`config.mk`:
```
export PLATFORM = sky130hd
export DESIGN_NAME = sac_core
export DESIGN_NICKNAME = d
export VERILOG_FILES = /design/src/design/sac_pkg.sv /design/src/design/sac_buf2.sv /design/src/design/sac_core.sv
export SDC_FILE = /design/constraint.sdc
export NUM_CORES = 1
export LEC_CHECK = 0
export BUFFER_PORTS_ARGS = -buffer_cell sky130_fd_sc_hd__buf_2
export CORE_MARGIN = 5
export CORE_UTILIZATION = 30
export CTS_BUF_LIST = sky130_fd_sc_hd__clkbuf_4 sky130_fd_sc_hd__clkbuf_8 sky130_fd_sc_hd__clkbuf_16
export CTS_CLUSTER_SIZE = 12
export DETAILED_ROUTE_END_ITERATION = 16
export GPL_ROUTABILITY_DRIVEN = 0
export PLACE_DENSITY = 0.54
export RECOVER_POWER = 50
export SLEW_MARGIN = 40
export SYNTH_ARGS = -nofsm -noshare
export SYNTH_HDL_FRONTEND = slang
export SYNTH_HIERARCHICAL = 1
export SYNTH_SLANG_ARGS = --single-unit
```
`constraint.sdc`:
```
create_clock -name clk -period 3.7 [get_ports clk]
set_clock_uncertainty 0.1 [all_clocks]
set_input_delay 0.74 -clock clk [delete_from_list [all_inputs] [get_ports clk]]
set_output_delay 0.74 -clock clk [all_outputs]
set_load 0.05 [all_outputs]
```
`src/design/sac_pkg.sv`:
```
package sac_pkg;

	// ****************************************************************
	// Clock and timing
	// ****************************************************************
	localparam int CLK_PERIOD_PS        = 4000;
	localparam int STROBE_LOW_MAX_NS    = 6000;
	localparam int STROBE_LOW_MAX_CYC   = (STROBE_LOW_MAX_NS * 1000) / CLK_PERIOD_PS;
	localparam int CONV_CYC_DEFAULT     = 1000;
	localparam int CAL_CYC_DEFAULT      = 80000;

	// ****************************************************************
	// Command byte layout
	// ****************************************************************
	localparam int CMD_BITS      = 8;
	localparam int BIT_START     = 7;
	localparam int BIT_POLARITY  = 6;
	localparam int BIT_CLKSRC    = 5;
	localparam int BIT_MODE_HI   = 4;
	localparam int BIT_MODE_LO   = 3;
	localparam int AUX_WIDTH     = 3;
	localparam int BITS_TO_START = 7;
	localparam int RESULT_BITS   = 16;
	localparam int SAMPLE_BITS   = 14;
	localparam logic [2:0] AUX_RESET = 3'h0;

	typedef enum logic [1:0] {
		SAC_MODE_SHORT = 2'h0,
		SAC_MODE_CAL   = 2'h1,
		SAC_MODE_PDOWN = 2'h2,
		SAC_MODE_LONG  = 2'h3
	} sac_mode_t;

	localparam int SHORT_CLKS = 24;
	localparam int LONG_CLKS  = 32;

	typedef struct packed {
		logic       polarity_select;
		logic       clock_source_select;
		sac_mode_t  mode;
		logic [2:0] aux;
	} sac_cmd_t;

	typedef struct packed {
		logic                    valid;
		logic                    unipolar;
		logic [SAMPLE_BITS-1:0]  sample;
	} sac_word_t;

	localparam logic [7:0] CMD_BYTE_RESET = 8'h20;

endpackage : sac_pkg

```
`src/design/sac_buf2.sv`:
```
`timescale 1ns/1ps
module sac_buf2
	import sac_pkg::*;
#(
	parameter int WIDTH = 16
) (
	input  wire logic             clk,
	input  wire logic             sys_rst,
	input  wire logic             in_valid,
	output logic                  in_ready,
	input  wire logic [WIDTH-1:0] in_data,
	output logic                  out_valid,
	input  wire logic             out_ready,
	output logic [WIDTH-1:0]      out_data
);

	// ****************************************************************
	// Two-entry skid buffer
	// ****************************************************************
	typedef struct packed {
		logic [1:0][WIDTH-1:0] mem;
		logic                  rd;
		logic                  wr;
		logic [1:0]            cnt;
	} sac_buf_state_t;

	sac_buf_state_t st, next_st;

	initial begin
		if (WIDTH < 1) $error("WIDTH must be positive");
	end

	assign in_ready  = (st.cnt != 2'h2);
	assign out_valid = (st.cnt != 2'h0);
	assign out_data  = st.mem[st.rd];

	always_comb begin
		logic push;
		logic pop;
		push    = in_valid && in_ready;
		pop     = out_valid && out_ready;
		next_st = st;
		if (push) begin
			next_st.mem[st.wr] = in_data;
			next_st.wr         = ~st.wr;
		end
		if (pop)
			next_st.rd = ~st.rd;
		if (push && !pop)
			next_st.cnt = st.cnt + 2'h1;
		else if (pop && !push)
			next_st.cnt = st.cnt - 2'h1;
	end

	always_ff @(posedge clk or posedge sys_rst) begin
		if (sys_rst)
			st <= '0;
		else
			st <= next_st;
	end

endmodule : sac_buf2

```
`src/design/sac_core.sv`:
```
`timescale 1ns/1ps
module sac_core
	import sac_pkg::*;
#(
	parameter int CONV_CYC = CONV_CYC_DEFAULT,
	parameter int CAL_CYC  = CAL_CYC_DEFAULT
) (
	input  wire logic                   clk,
	input  wire logic                   sys_rst,
	input  wire logic                   sclk,
	input  wire logic                   cs_n,
	input  wire logic                   din,
	output logic                        dout,
	output logic                        dout_oe,
	output logic                        conversion_strobe,
	output logic                        conversion_strobe_oe,
	output logic                        aux_out_two,
	output logic                        aux_out_one,
	output logic                        aux_out_zero,
	output logic                        power_down,
	input  wire logic                   sample_valid,
	output logic                        sample_ready,
	input  wire logic [SAMPLE_BITS-1:0] sample_data,
	output logic                        sample_request,
	output logic                        calibrate_busy
);

	initial begin
		if (CONV_CYC < 1 || CONV_CYC > STROBE_LOW_MAX_CYC)
			$error("CONV_CYC must fit the strobe low limit");
		if (CAL_CYC < 1)
			$error("CAL_CYC must be positive");
	end

	// ****************************************************************
	// State
	// ****************************************************************
	typedef enum logic [2:0] {
		ST_HUNT,
		ST_CMD,
		ST_EXT_CONV,
		ST_INT_CONV,
		ST_CAL,
		ST_DONE
	} sac_phase_t;

	typedef struct packed {
		logic [1:0]             sclk_sync;
		logic [1:0]             cs_sync;
		logic [1:0]             din_sync;
		logic                   sclk_q;
		logic                   cs_q;
		sac_phase_t             phase;
		logic [2:0]             bit_cnt;
		logic [6:0]             shift;
		sac_cmd_t               cmd;
		logic [5:0]             clk_cnt;
		logic [16:0]            timer;
		logic [RESULT_BITS-1:0] out_sr;
		logic [RESULT_BITS-1:0] store;
		logic                   dout;
		logic                   strobe;
		logic [2:0]             aux;
		logic                   pdown;
		logic                   req;
	} sac_state_t;

	sac_state_t st, next_st;

	logic                   buf_valid;
	logic [SAMPLE_BITS:0]   buf_data;
	logic                   buf_take;

	// Converter samples pass a two-entry buffer so a stall keeps them
	sac_buf2 #(
		.WIDTH (SAMPLE_BITS + 1)
	) u_buf (
		.clk       (clk),
		.sys_rst   (sys_rst),
		.in_valid  (sample_valid),
		.in_ready  (sample_ready),
		.in_data   ({st.cmd.polarity_select, sample_data}),
		.out_valid (buf_valid),
		.out_ready (buf_take),
		.out_data  (buf_data)
	);

	function automatic logic [RESULT_BITS-1:0] fmt_result(input logic [SAMPLE_BITS:0] w);
		logic [SAMPLE_BITS-1:0] s;
		s = w[SAMPLE_BITS-1:0];
		// Left-justified; bipolar keeps sign in the MSB
		if (w[SAMPLE_BITS])
			fmt_result = {s, 2'h0};
		else
			fmt_result = {s ^ {1'b1, {(SAMPLE_BITS-1){1'b0}}}, 2'h0};
	endfunction : fmt_result

	function automatic logic [5:0] conv_clks(input sac_mode_t m);
		conv_clks = (m == SAC_MODE_LONG) ? 6'(LONG_CLKS) : 6'(SHORT_CLKS);
	endfunction : conv_clks

	// ****************************************************************
	// Next state
	// ****************************************************************
	always_comb begin
		logic     sclk_rise;
		logic     sclk_fall;
		logic     cs_low;
		logic     cs_fell;
		logic     din_s;
		logic     start_ok;
		logic     last_bit;
		sac_cmd_t newcmd;
		sclk_rise = 1'b0;
		sclk_fall = 1'b0;
		cs_low    = 1'b0;
		cs_fell   = 1'b0;
		din_s     = 1'b0;
		start_ok  = 1'b0;
		newcmd    = '0;
		last_bit  = 1'b0;
		buf_take  = 1'b0;
		next_st   = st;

		next_st.sclk_sync = {st.sclk_sync[0], sclk};
		next_st.cs_sync   = {st.cs_sync[0], cs_n};
		next_st.din_sync  = {st.din_sync[0], din};
		next_st.sclk_q    = st.sclk_sync[1];
		next_st.cs_q      = st.cs_sync[1];
		cs_low    = !st.cs_sync[1];
		// Serial port disabled while deselected
		sclk_rise = cs_low && st.sclk_sync[1] && !st.sclk_q;
		sclk_fall = cs_low && !st.sclk_sync[1] && st.sclk_q;
		cs_fell   = cs_low && st.cs_q;
		din_s     = st.din_sync[1];
		next_st.req = 1'b0;

		// Start bit allowed when idle, or after a deselect pulse unless a command is being shifted in
		start_ok = (st.phase == ST_HUNT) || (st.phase == ST_DONE);
		// A finished result stays readable across a deselect pulse
		if (cs_fell && st.phase != ST_CMD && st.phase != ST_DONE) begin
			next_st.phase   = ST_HUNT;
			next_st.bit_cnt = '0;
		end
		// Last command bit arrives after the conversion has already begun
		last_bit = sclk_rise && !cs_fell && st.phase != ST_CMD
			&& st.bit_cnt == 3'(CMD_BITS - 1);

		if (sclk_rise && din_s && !last_bit && (start_ok || next_st.phase == ST_HUNT)) begin
			next_st.phase   = ST_CMD;
			next_st.bit_cnt = 3'h1;
			next_st.shift   = '0;
		end else if (sclk_rise && st.phase == ST_CMD) begin
			next_st.shift   = {st.shift[5:0], din_s};
			next_st.bit_cnt = st.bit_cnt + 3'h1;
		end

		if (st.phase == ST_CMD && st.bit_cnt == 3'(BITS_TO_START) && sclk_fall) begin
			newcmd = sac_cmd_t'({st.shift[5:0], din_s});
			// Last bit not yet sampled on this edge; keep previous LSB for now
			newcmd = sac_cmd_t'({st.shift[5:0], st.aux[0]});
			next_st.cmd   = newcmd;
			next_st.pdown = 1'b0;
			next_st.clk_cnt = '0;
			case (newcmd.mode)
				SAC_MODE_PDOWN: begin
					next_st.pdown = 1'b1;
					next_st.phase = ST_DONE;
				end
				SAC_MODE_CAL: begin
					next_st.phase  = ST_CAL;
					next_st.timer  = 17'(CAL_CYC);
					next_st.strobe = !newcmd.clock_source_select;
				end
				default: begin
					next_st.req = 1'b1;
					if (newcmd.clock_source_select) begin
						next_st.phase  = ST_INT_CONV;
						next_st.timer  = 17'(CONV_CYC);
						next_st.strobe = 1'b0;
					end else begin
						next_st.phase  = ST_EXT_CONV;
						next_st.strobe = 1'b0;
					end
				end
			endcase
		end

		// Port register loads all three bits on the last command bit
		if (last_bit) begin
			next_st.aux     = {st.shift[1:0], din_s};
			next_st.cmd.aux = {st.shift[1:0], din_s};
			next_st.bit_cnt = '0;
		end

		case (st.phase)
			ST_EXT_CONV: begin
				if (sclk_fall) begin
					next_st.clk_cnt = st.clk_cnt + 6'h1;
					next_st.strobe  = (st.clk_cnt == '0);
					if (st.clk_cnt == 6'h0) begin
						buf_take       = 1'b1;
						next_st.out_sr = fmt_result({st.cmd.polarity_select,
							buf_data[SAMPLE_BITS-1:0]});
						next_st.dout   = next_st.out_sr[RESULT_BITS-1];
					end else begin
						next_st.out_sr = {st.out_sr[RESULT_BITS-2:0], 1'b0};
						next_st.dout   = st.out_sr[RESULT_BITS-2];
					end
					if (st.clk_cnt == conv_clks(st.cmd.mode) - 6'h8)
						next_st.phase = ST_DONE;
				end
			end
			ST_INT_CONV: begin
				// Runs on its own while deselected; a chip select falling edge aborts it
				if (st.timer <= 17'h1 && buf_valid) begin
					buf_take       = 1'b1;
					next_st.store  = fmt_result({st.cmd.polarity_select,
						buf_data[SAMPLE_BITS-1:0]});
					next_st.out_sr = next_st.store;
					next_st.dout   = next_st.store[RESULT_BITS-1];
					next_st.strobe = 1'b1;
					next_st.phase  = ST_DONE;
				end else if (st.timer > 17'h1)
					next_st.timer = st.timer - 17'h1;
			end
			ST_CAL: begin
				if (st.timer == 17'h1) begin
					next_st.strobe = st.cmd.clock_source_select;
					next_st.phase  = ST_DONE;
				end else
					next_st.timer = st.timer - 17'h1;
			end
			ST_DONE: begin
				if (sclk_fall && st.cmd.clock_source_select) begin
					next_st.out_sr = {st.out_sr[RESULT_BITS-2:0], 1'b0};
					next_st.dout   = st.out_sr[RESULT_BITS-2];
				end
			end
			default: ;
		endcase
	end

	// ****************************************************************
	// Registers
	// ****************************************************************
	always_ff @(posedge clk or posedge sys_rst) begin
		if (sys_rst) begin
			st           <= '0;
			st.sclk_q    <= 1'b0;
			st.cs_q      <= 1'b1;
			st.cs_sync   <= 2'h3;
			st.cmd       <= sac_cmd_t'(CMD_BYTE_RESET[6:0]);
			st.aux       <= AUX_RESET;
			st.strobe    <= 1'b1;
		end else
			st <= next_st;
	end

	// ****************************************************************
	// Pins
	// ****************************************************************
	assign dout                 = st.dout;
	assign dout_oe              = !st.cs_sync[1];
	assign conversion_strobe    = st.strobe;
	// Internal mode keeps driving so the host can poll it deselected
	assign conversion_strobe_oe = st.cmd.clock_source_select || !st.cs_sync[1];
	assign aux_out_two          = st.aux[2];
	assign aux_out_one          = st.aux[1];
	assign aux_out_zero         = st.aux[0];
	assign power_down           = st.pdown;
	assign sample_request       = st.req;
	assign calibrate_busy       = (st.phase == ST_CAL);

endmodule : sac_core

```
==> results of run 1 <==
-- metal layers --
metal,wire length (um),share of wire (%),global-route usage (%),up-vias
met2,5135,46,19.04,76
met3,437,3.9,2.931,13
li1,-,-,-,1784
met4,163,1.5,3.366,0
met5,0,0,0,-
met1,5411,49,15.52,1839
-- sequential cells by signal (all words and copies together) (netlist names) --
signal	cells
aux_out_one	1
aux_out_two	1
aux_out_zero	1
conversion_strobe	1
dout	1
next_st	5
power_down	1
sample_request	1
st	56
u_buf/st	32
-- worst reg2reg max path, delay by kind of cell, from the launching register on --
family / cells / cell delay (ns)
compound gates: 1 / 0.13
xor+xnor: 2 / 0.30
fa+ha+maj: 1 / 0.22
flops: 1 / 0.42
simple gates: 5 / 1.73
-- per-stage QoR --
| stage | std cells | cell area [um2] | util [%] | total power, mW |
|---|---|---|---|---|
| floorplan | 483 | 5065 | - | 1.876 |
| global placement | 718 | 5415 | 32.65 | 1.954 |
| detailed placement | 718 | 5415 | 32.65 | 1.980 |
| CTS | 734 | 5725 | 34.53 | 2.966 |
| global route | 734 | 5705 | 34.40 | 3.059 |
| finish | 734 | 5705 | 34.40 | 2.911 |
-- cell type report --
class	count	area, um2	share of cell area [%]
timing repair buffer	37	190.2	3.333
tap	220	275.3	4.825
sequential	100	2509	43.97
clock buffer	11	252.7	4.430
multi-input combinational	349	2376	41.64
clock inverter	5	57.56	1.009
inverter	12	45.04	0.7895
-- cells in the final DEF, fill, tap and decap left out, types with 9 or more instances in the layout --
| cell type | count |
|---|---|
| nor3_1 | 11 |
| or3_1 | 12 |
| buf_2 | 29 |
| a21oi_1 | 23 |
| o21ai_0 | 36 |
| inv_1 | 12 |
| clkbuf_16 | 9 |
| nor2_1 | 26 |
| mux2_2 | 37 |
| mux2_4 | 9 |
| nand3_1 | 17 |
| dfrtp_1 | 95 |
| nand2_1 | 61 |
| ha_1 | 9 |
-- power groups by stage --
stage               clock network (mW)  logic [mW]  registers [mW]
finish                           0.968       0.551            1.39
global placement                     0       0.553            1.40
global route                      1.04       0.608            1.42
detailed placement                   0       0.563            1.42
CTS                               1.00       0.570            1.39
floorplan                            0       0.499            1.38
-- worst paths after layout --
| check | start | end | slack [ns] |
|---|---|---|---|
| setup / recovery | st[52] | u_buf/st[1] | 0.72 |
| hold / removal | next_st[89] | next_st[83] | 0.25 |
| setup reg to reg | st[52] | u_buf/st[1] | 0.72 |
| hold reg to reg | next_st[89] | next_st[83] | 0.25 |
| max in group asynchronous | sys_rst | next_st[89] | 1.29 |
| min in group asynchronous | sys_rst | u_buf/st[28] | 0.45 |
==> results_dict.tcl, run 1 <==
set metrics [dict create \
    vias 3712 \
    swShare_pct 25.60 \
    drive_above_1_share_pct 21.98 \
    cts.sinks 100 \
    clockBufferDepth 2 \
    viasPerCell 5.057 \
    dr.pass1.iters 4 \
    grt_first_pass_wirelength_mm 18.86 \
    ir_worst_vdd_mv 0.3090 \
    fin_crit_sh_pct 80.41 \
    p_int_mw 2.166 \
    coreArea_mm2 0.01658 \
    antenna_found_initial 0 \
    holdWs_ns 0.2522 \
    cp_common_cell "xor2_1" \
    grt_usage_pct 11.70 \
    post_cts_buffers 0 \
    drt-total-wl_mm 11.15 \
    io-pin-count 31 \
    cp.arrival_ns 3.13 \
    fin_tns_setup_ns 0 \
    cts_tree "yes" \
    worst_pin_slew_ns 1.265 \
    htreeDepth 3 \
    crit_chain "or4_4 > or4_1 > or3_1 > o21ai_0 > nand2_1 > ha_1 > xor2_1 > nor2_1 > xor2_1" \
    syn_area_per_cell_um2 10.49 \
    cts_root_buffer "clkbuf_16" \
    power_density_mw_per_mm2 510.2 \
    clk_pin_slew_ns 0.07 \
    syn_inst 483 \
    cp-end-kind "flip-flop" \
    synth_nets 512 \
    numCtsBuffers 9 \
    clkPwrFrac_pct 33.2 \
    drv_cap 0 \
    die_area_mm2 0.01958 \
    grt_pass1_vias 3694 \
    layout.nets 538 \
    antenna_cells 0 \
    setup_viol 0 \
    pre_cts_ws_ns 0.7347 \
    fin_ws_ns 0.7248 \
    cp.depth 9 \
    max_stage_delay_ns 0.57 \
    r2r_cells 9 \
    slew_headroom_pct 15.59 \
    worst-path-max-fanout 4 \
    dp.final_hpwl_mm 8.011 \
    slowest_stage "or4_4" \
    path_delay_family "simple AND/OR/NAND/NOR gates" \
    startpoint_type "flip-flop" \
    antenna_left 0 \
    p_comb_share_pct 18.9 \
    area_delta_synth_final_pct 12.65 \
    io_buffers 30 \
    cts-resized-gates 0 \
    path_buf_inv 0 \
    grt_max_degree 33 \
    dieWidth_um 139.9 \
    switchingPower_uw 745.1 \
    grt-ovfl-total 0 \
    worstSetupPathType "reg -> reg" \
    min_period_ns 2.975 \
    drc 0 \
    fillerInstances 1717 \
    leakage_nw 2.697 \
    max_freq_ghz 0.3361 \
    die_y_um 139.9 \
    hp-class "reg -> reg" \
    report.final.slew_viol_count 0 \
    seq_power_share_pct 47.8 \
    row_count 47 \
    wl_per_cell_um 15.19 \
    status "complete, no violations" \
    start_util_pct 30.54 \
    rsz0062_at_grt "no" \
    ys_warn_count 6 \
    cp.required_ns 3.86 \
    whs_path_depth 0 \
    hold_violations 0 \
    ctsHoldBuffers 0 \
    insertion_delay_ns 0.34 \
    netlist_area_mm2 0.005065 \
    first_iter_violations 235 \
]
Note: power is estimated with default switching activity, not from simulation.
==> run 2: changes to the inputs <==
- clock period: 3.7 -> 2.9 ns (I/O delays scaled with it)
==> results_dict.tcl, run 2 (synthesis gave the netlist of run 1 again) <==
set metrics [dict create \
    fillerInstances 1671 \
    dieWidth_um 139.9 \
    max_freq_ghz 0.3642 \
    hold_violations 0 \
    status "finished with violations" \
    grt-ovfl-total 0 \
    die_y_um 139.9 \
    max_stage_delay_ns 0.52 \
    ctsHoldBuffers 0 \
    drive_above_1_share_pct 25.14 \
    vias 3722 \
    whs_path_depth 1 \
    slew_headroom_pct -15.44 \
    multi_input_area_mm2 0.002389 \
    dp.final_hpwl_mm 8.290 \
    leakage_nw 2.778 \
    hold_start "cs_n" \
    report.final.slew_viol_count 33 \
    critPathLaunch "st[51]" \
    first_iter_violations 177 \
    rsz0062_at_grt "no" \
    hp-class "in -> reg" \
    whs_endpoint "next_st[87]" \
    grt_first_pass_wirelength_mm 19.09 \
    cp-end-kind "flip-flop" \
    clk_pin_slew_ns 0.07 \
    fin_tns_setup_ns 0 \
    area_delta_synth_final_pct 15.24 \
    cp.required_ns 3.06 \
    antenna_found_initial 0 \
    start_util_pct 30.54 \
    wl_per_cell_um 15.30 \
    row_count 47 \
    seq_area_mm2 0.002509 \
    report.power.total_mw 3.724 \
    cts_root_buffer "clkbuf_16" \
    drt-total-wl_mm 11.46 \
    min_period_ns 2.746 \
    layout.nets 553 \
    slowest_stage "or4_4" \
    io-pin-count 31 \
    numCtsBuffers 9 \
    cts.sinks 100 \
    io_buffers 30 \
    drc 0 \
    cts_tree "yes" \
    die_area_mm2 0.01958 \
    worstSetupPathType "reg -> reg" \
    layout_common_cells "dfrtp_1, nand2_1, mux2_2" \
    final_common_cell "dfrtp_1" \
    crit_chain "or4_4 > or4_4 > or3_4 > o21ai_2 > nand2_1 > ha_1 > xor2_1 > nor2_1 > xor2_1" \
    r2r_cells 9 \
    dr.pass1.iters 5 \
    startpoint_type "flip-flop" \
    coreArea_mm2 0.01658 \
    clockBufferDepth 2 \
    failed_checks "max-capacitance violations, max-slew violations" \
    viasPerCell 4.969 \
    fin_crit_sh_pct 94.67 \
    grt_pass1_vias 3842 \
    htreeDepth 3 \
    power_density_mw_per_mm2 638.1 \
    worst-path-max-fanout 4 \
    top_register "st" \
    grt_max_degree 43 \
    ir_worst_vdd_mv 0.3375 \
    cp.arrival_ns 2.91 \
    worstReg2RegEnd "u_buf/st[1]" \
    grt_usage_pct 11.91 \
    antenna_left 0 \
    setup_viol 0 \
    largest_register_ffs 56 \
    timing.rr.start "st[51]" \
    drv_cap 1 \
    antenna_cells 0 \
    worst_pin_slew_ns 1.732 \
    insertion_delay_ns 0.34 \
    r2r_slack_ns 0.15 \
]
## run 2: changes by cell type in the layout (fill, tap and decap cells not counted), sizes merged
| cell | before | now |
|---|---|---|
| clkinv | 3 | 1 |
| clkinvlp | 0 | 2 |
| clkbuf | 15 | 14 |
| buf | 33 | 49 |
## run 2: worst max-delay path by stage
stage | end | slack (ns)
6_report | u_buf/st[1] | 0.15
5_1_grt | st[45] | 0.03
4_1_cts | u_buf/st[1] | 0.006
3_5_place_dp | u_buf/st[1] | 0.03
3_3_place_gp | u_buf/st[1] | 0.11
2_1_floorplan | u_buf/st[1] | 0.16
## run 2: worst max-delay path, delay by kind of cell (launching register included)
kind	cells	cell delay (ns)
xor+xnor	2	0.30
simple gates	5	1.58
flops	1	0.42
compound gates	1	0.07
fa+ha+maj	1	0.20
## run 2: cell type report
type                       count  area share [%]
multi-input combinational    349           40.92
sequential                   100           42.98
inverter                      12          0.7717
clock buffer                  11           4.330
clock inverter                 5           1.008
tap                          220           4.716
timing repair buffer          52           5.273
## run 2: per-layer routing
layer / vias up / share of wire [%] / track usage, %
met5: - / 0 / 0
met4: 0 / 0.93 / 2.499
met3: 9 / 3.0 / 2.931
met2: 58 / 48 / 19.93
met1: 1833 / 48 / 15.78
li1: 1822 / - / -
## run 2: power by group
group	switching, mW	internal [mW]	total [mW]
Sequential	0.138	1.64	1.78
Combinational	0.297	0.406	0.702
Clock	0.527	0.718	1.24
## run 2: per-stage QoR
stage	hold slack [ns]	utilization (%)	setup slack (ns)	area [um2]	instances
2_1_floorplan	0.2312	-	0.1623	5065	483
3_3_place_gp	0.2346	33.32	0.1111	5525	731
3_5_place_dp	0.2371	33.32	0.03374	5525	731
4_1_cts	0.2204	35.20	0.006229	5837	747
5_1_grt	0.2163	35.20	0.02849	5837	749
6_report	0.2325	35.20	0.1545	5837	749
## run 2: repair_timing
action                                  CTS  global route
endpoints found under the setup margin    1             1
pin swaps                                 1             3
gates resized for setup                   0             4
buffers inserted                          0             2
gates cloned                              0             0
endpoints found under the hold margin     0             0
==> run 3: changes to the inputs <==
- PLACE_DENSITY: 0.54 -> 0.44
==> results_dict.tcl, run 3 (synthesis gave the netlist of run 1 again) <==
set metrics [dict create \
    fin_tns_setup_ns 0 \
    antenna_cells 0 \
    slowest_stage "or4_4" \
    wl_per_cell_um 16.04 \
    cp-end-kind "flip-flop" \
    startpoint_type "flip-flop" \
    slew_headroom_pct 4.494 \
    swShare_pct 26.46 \
    layout.nets 558 \
    max_stage_delay_ns 0.55 \
    grt_pass1_vias 3893 \
    p_int_mw 2.724 \
    cp.required_ns 3.07 \
    insertion_delay_ns 0.35 \
    worst_pin_slew_ns 1.433 \
    r2r_cells 8 \
    drv_cap 0 \
    place_area_mm2 0.005570 \
    utilization_pct 35.35 \
    cts.sinks 100 \
    numCtsBuffers 9 \
    worstSetupPathType "reg -> reg" \
    cp.arrival_ns 2.94 \
    area_delta_synth_final_pct 15.74 \
    start_util_pct 30.54 \
    hp-class "in -> async" \
    antenna_found_initial 0 \
    grt-ovfl-total 0 \
    worst-path-max-fanout 4 \
    die_area_mm2 0.01958 \
    crit_chain "or4_4 > or4_4 > or3_1 > o21ai_2 > nand2_1 > ha_1 > nor2_2 > xor2_1" \
    rsz0062_at_grt "no" \
    grt_usage_pct 13.03 \
    io_buffers 30 \
    dr.pass1.iters 5 \
    power_density_mw_per_mm2 631.9 \
    dieWidth_um 139.9 \
    setup_viol 0 \
    max_freq_ghz 0.3606 \
    fillerInstances 1733 \
    grt_max_degree 47 \
    fin_crit_sh_pct 95.63 \
    worstReg2RegEnd "u_buf/st[1]" \
    cp_common_cell "or4_4" \
    ir_worst_vdd_mv 0.3683 \
    die_y_um 139.9 \
    report.final.slew_viol_count 0 \
    final_common_cell "dfrtp_1" \
    grt_first_pass_wirelength_mm 20.58 \
    drive_above_1_share_pct 25.84 \
    report.power.total_mw 3.704 \
    top_register "st" \
    dp.final_hpwl_mm 8.539 \
    antenna_left 0 \
    switchingPower_uw 980.2 \
    layout_common_cells "dfrtp_1, nand2_1, mux2_2" \
    p_comb_share_pct 19.2 \
    cts_root_buffer "clkbuf_16" \
    seq_power_share_pct 47.8 \
    largest_register_ffs 56 \
    clkPwrFrac_pct 33.1 \
    first_iter_violations 201 \
    vias 3735 \
    coreArea_mm2 0.01658 \
    ctsHoldBuffers 0 \
    row_count 47 \
    cts_tree "yes" \
    clk_pin_slew_ns 0.07 \
    drt-total-wl_mm 12.09 \
    viasPerCell 4.954 \
    final_cell_area_mm2 0.005862 \
    io-pin-count 31 \
    status "complete, no violations" \
    r2r_slack_ns 0.13 \
    min_period_ns 2.773 \
    clockBufferDepth 2 \
    htreeDepth 3 \
    hold_violations 0 \
    timing.rr.start "st[51]" \
    leakage_nw 2.799 \
    drc 0 \
]
[run 3: per-layer routing]
metal  global-route usage (%)  part of all wire [%]
met5                        0                     0
met4                    5.150                   2.5
met3                    2.727                   2.8
met2                    20.28                    46
met1                    17.82                    48
[run 3: area by class of cell]
class,count,area (um2),share of cell area [%]
flip-flops and latches,100,2509,42.80
inverters,12,45.04,0.7684
repair buffers,57,345.3,5.891
well taps,220,275.3,4.696
clock inverters,7,76.32,1.302
multi-input cells,349,2386,40.70
clock buffers,9,225.2,3.842
[run 3: worst max path at each step]
stage | start | end | slack (ns) | cells past startpoint
after floorplan | st[52] | u_buf/st[1] | 0.16 | 9
after global placement | st[51] | u_buf/st[1] | 0.11 | 9
after detailed placement | st[51] | u_buf/st[1] | 0.03 | 9
after CTS | st[51] | u_buf/st[1] | 0.03 | 9
after global routing | st[51] | u_buf/st[1] | 0.03 | 8
final | st[51] | u_buf/st[1] | 0.13 | 8
[run 3: worst max-delay path, delay by kind of cell, from the launching register on]
family                     cells  cell delay, ns
xor gates and xnor gates       1            0.15
DFF                            1            0.42
AOI/OAI and AO/OA              1            0.09
and+or+nand+nor                5            1.63
adders and majority gates      1            0.32
[run 3: stage by stage]
step / setup slack, ns / cells / hold WS [ns]
after floorplan: 0.1623 / 483 / 0.2312
after global placement: 0.1058 / 737 / 0.2335
after detailed placement: 0.02666 / 737 / 0.2470
after CTS: 0.02946 / 753 / 0.1058
after global routing: 0.02919 / 754 / 0.1010
final: 0.1268 / 754 / 0.09073
[run 3: power by group through the flow]
stage / registers [mW] / clock network (mW) / logic, mW
finish: 1.77 / 1.22 / 0.710
global route: 1.80 / 1.33 / 0.785
global placement: 1.79 / 0 / 0.712
detailed placement: 1.80 / 0 / 0.727
CTS: 1.77 / 1.27 / 0.730
floorplan: 1.76 / 0 / 0.637
[run 3: repair_timing]
| item | 4_1_cts | 5_1_grt |
|---|---|---|
| endpoints found under the setup margin | 1 | 1 |
| gates cloned | 0 | 0 |
| gates resized for setup | 1 | 3 |
| pin swaps | 0 | 1 |
| endpoints found under the hold margin | 0 | 0 |
| buffers inserted | 0 | 1 |
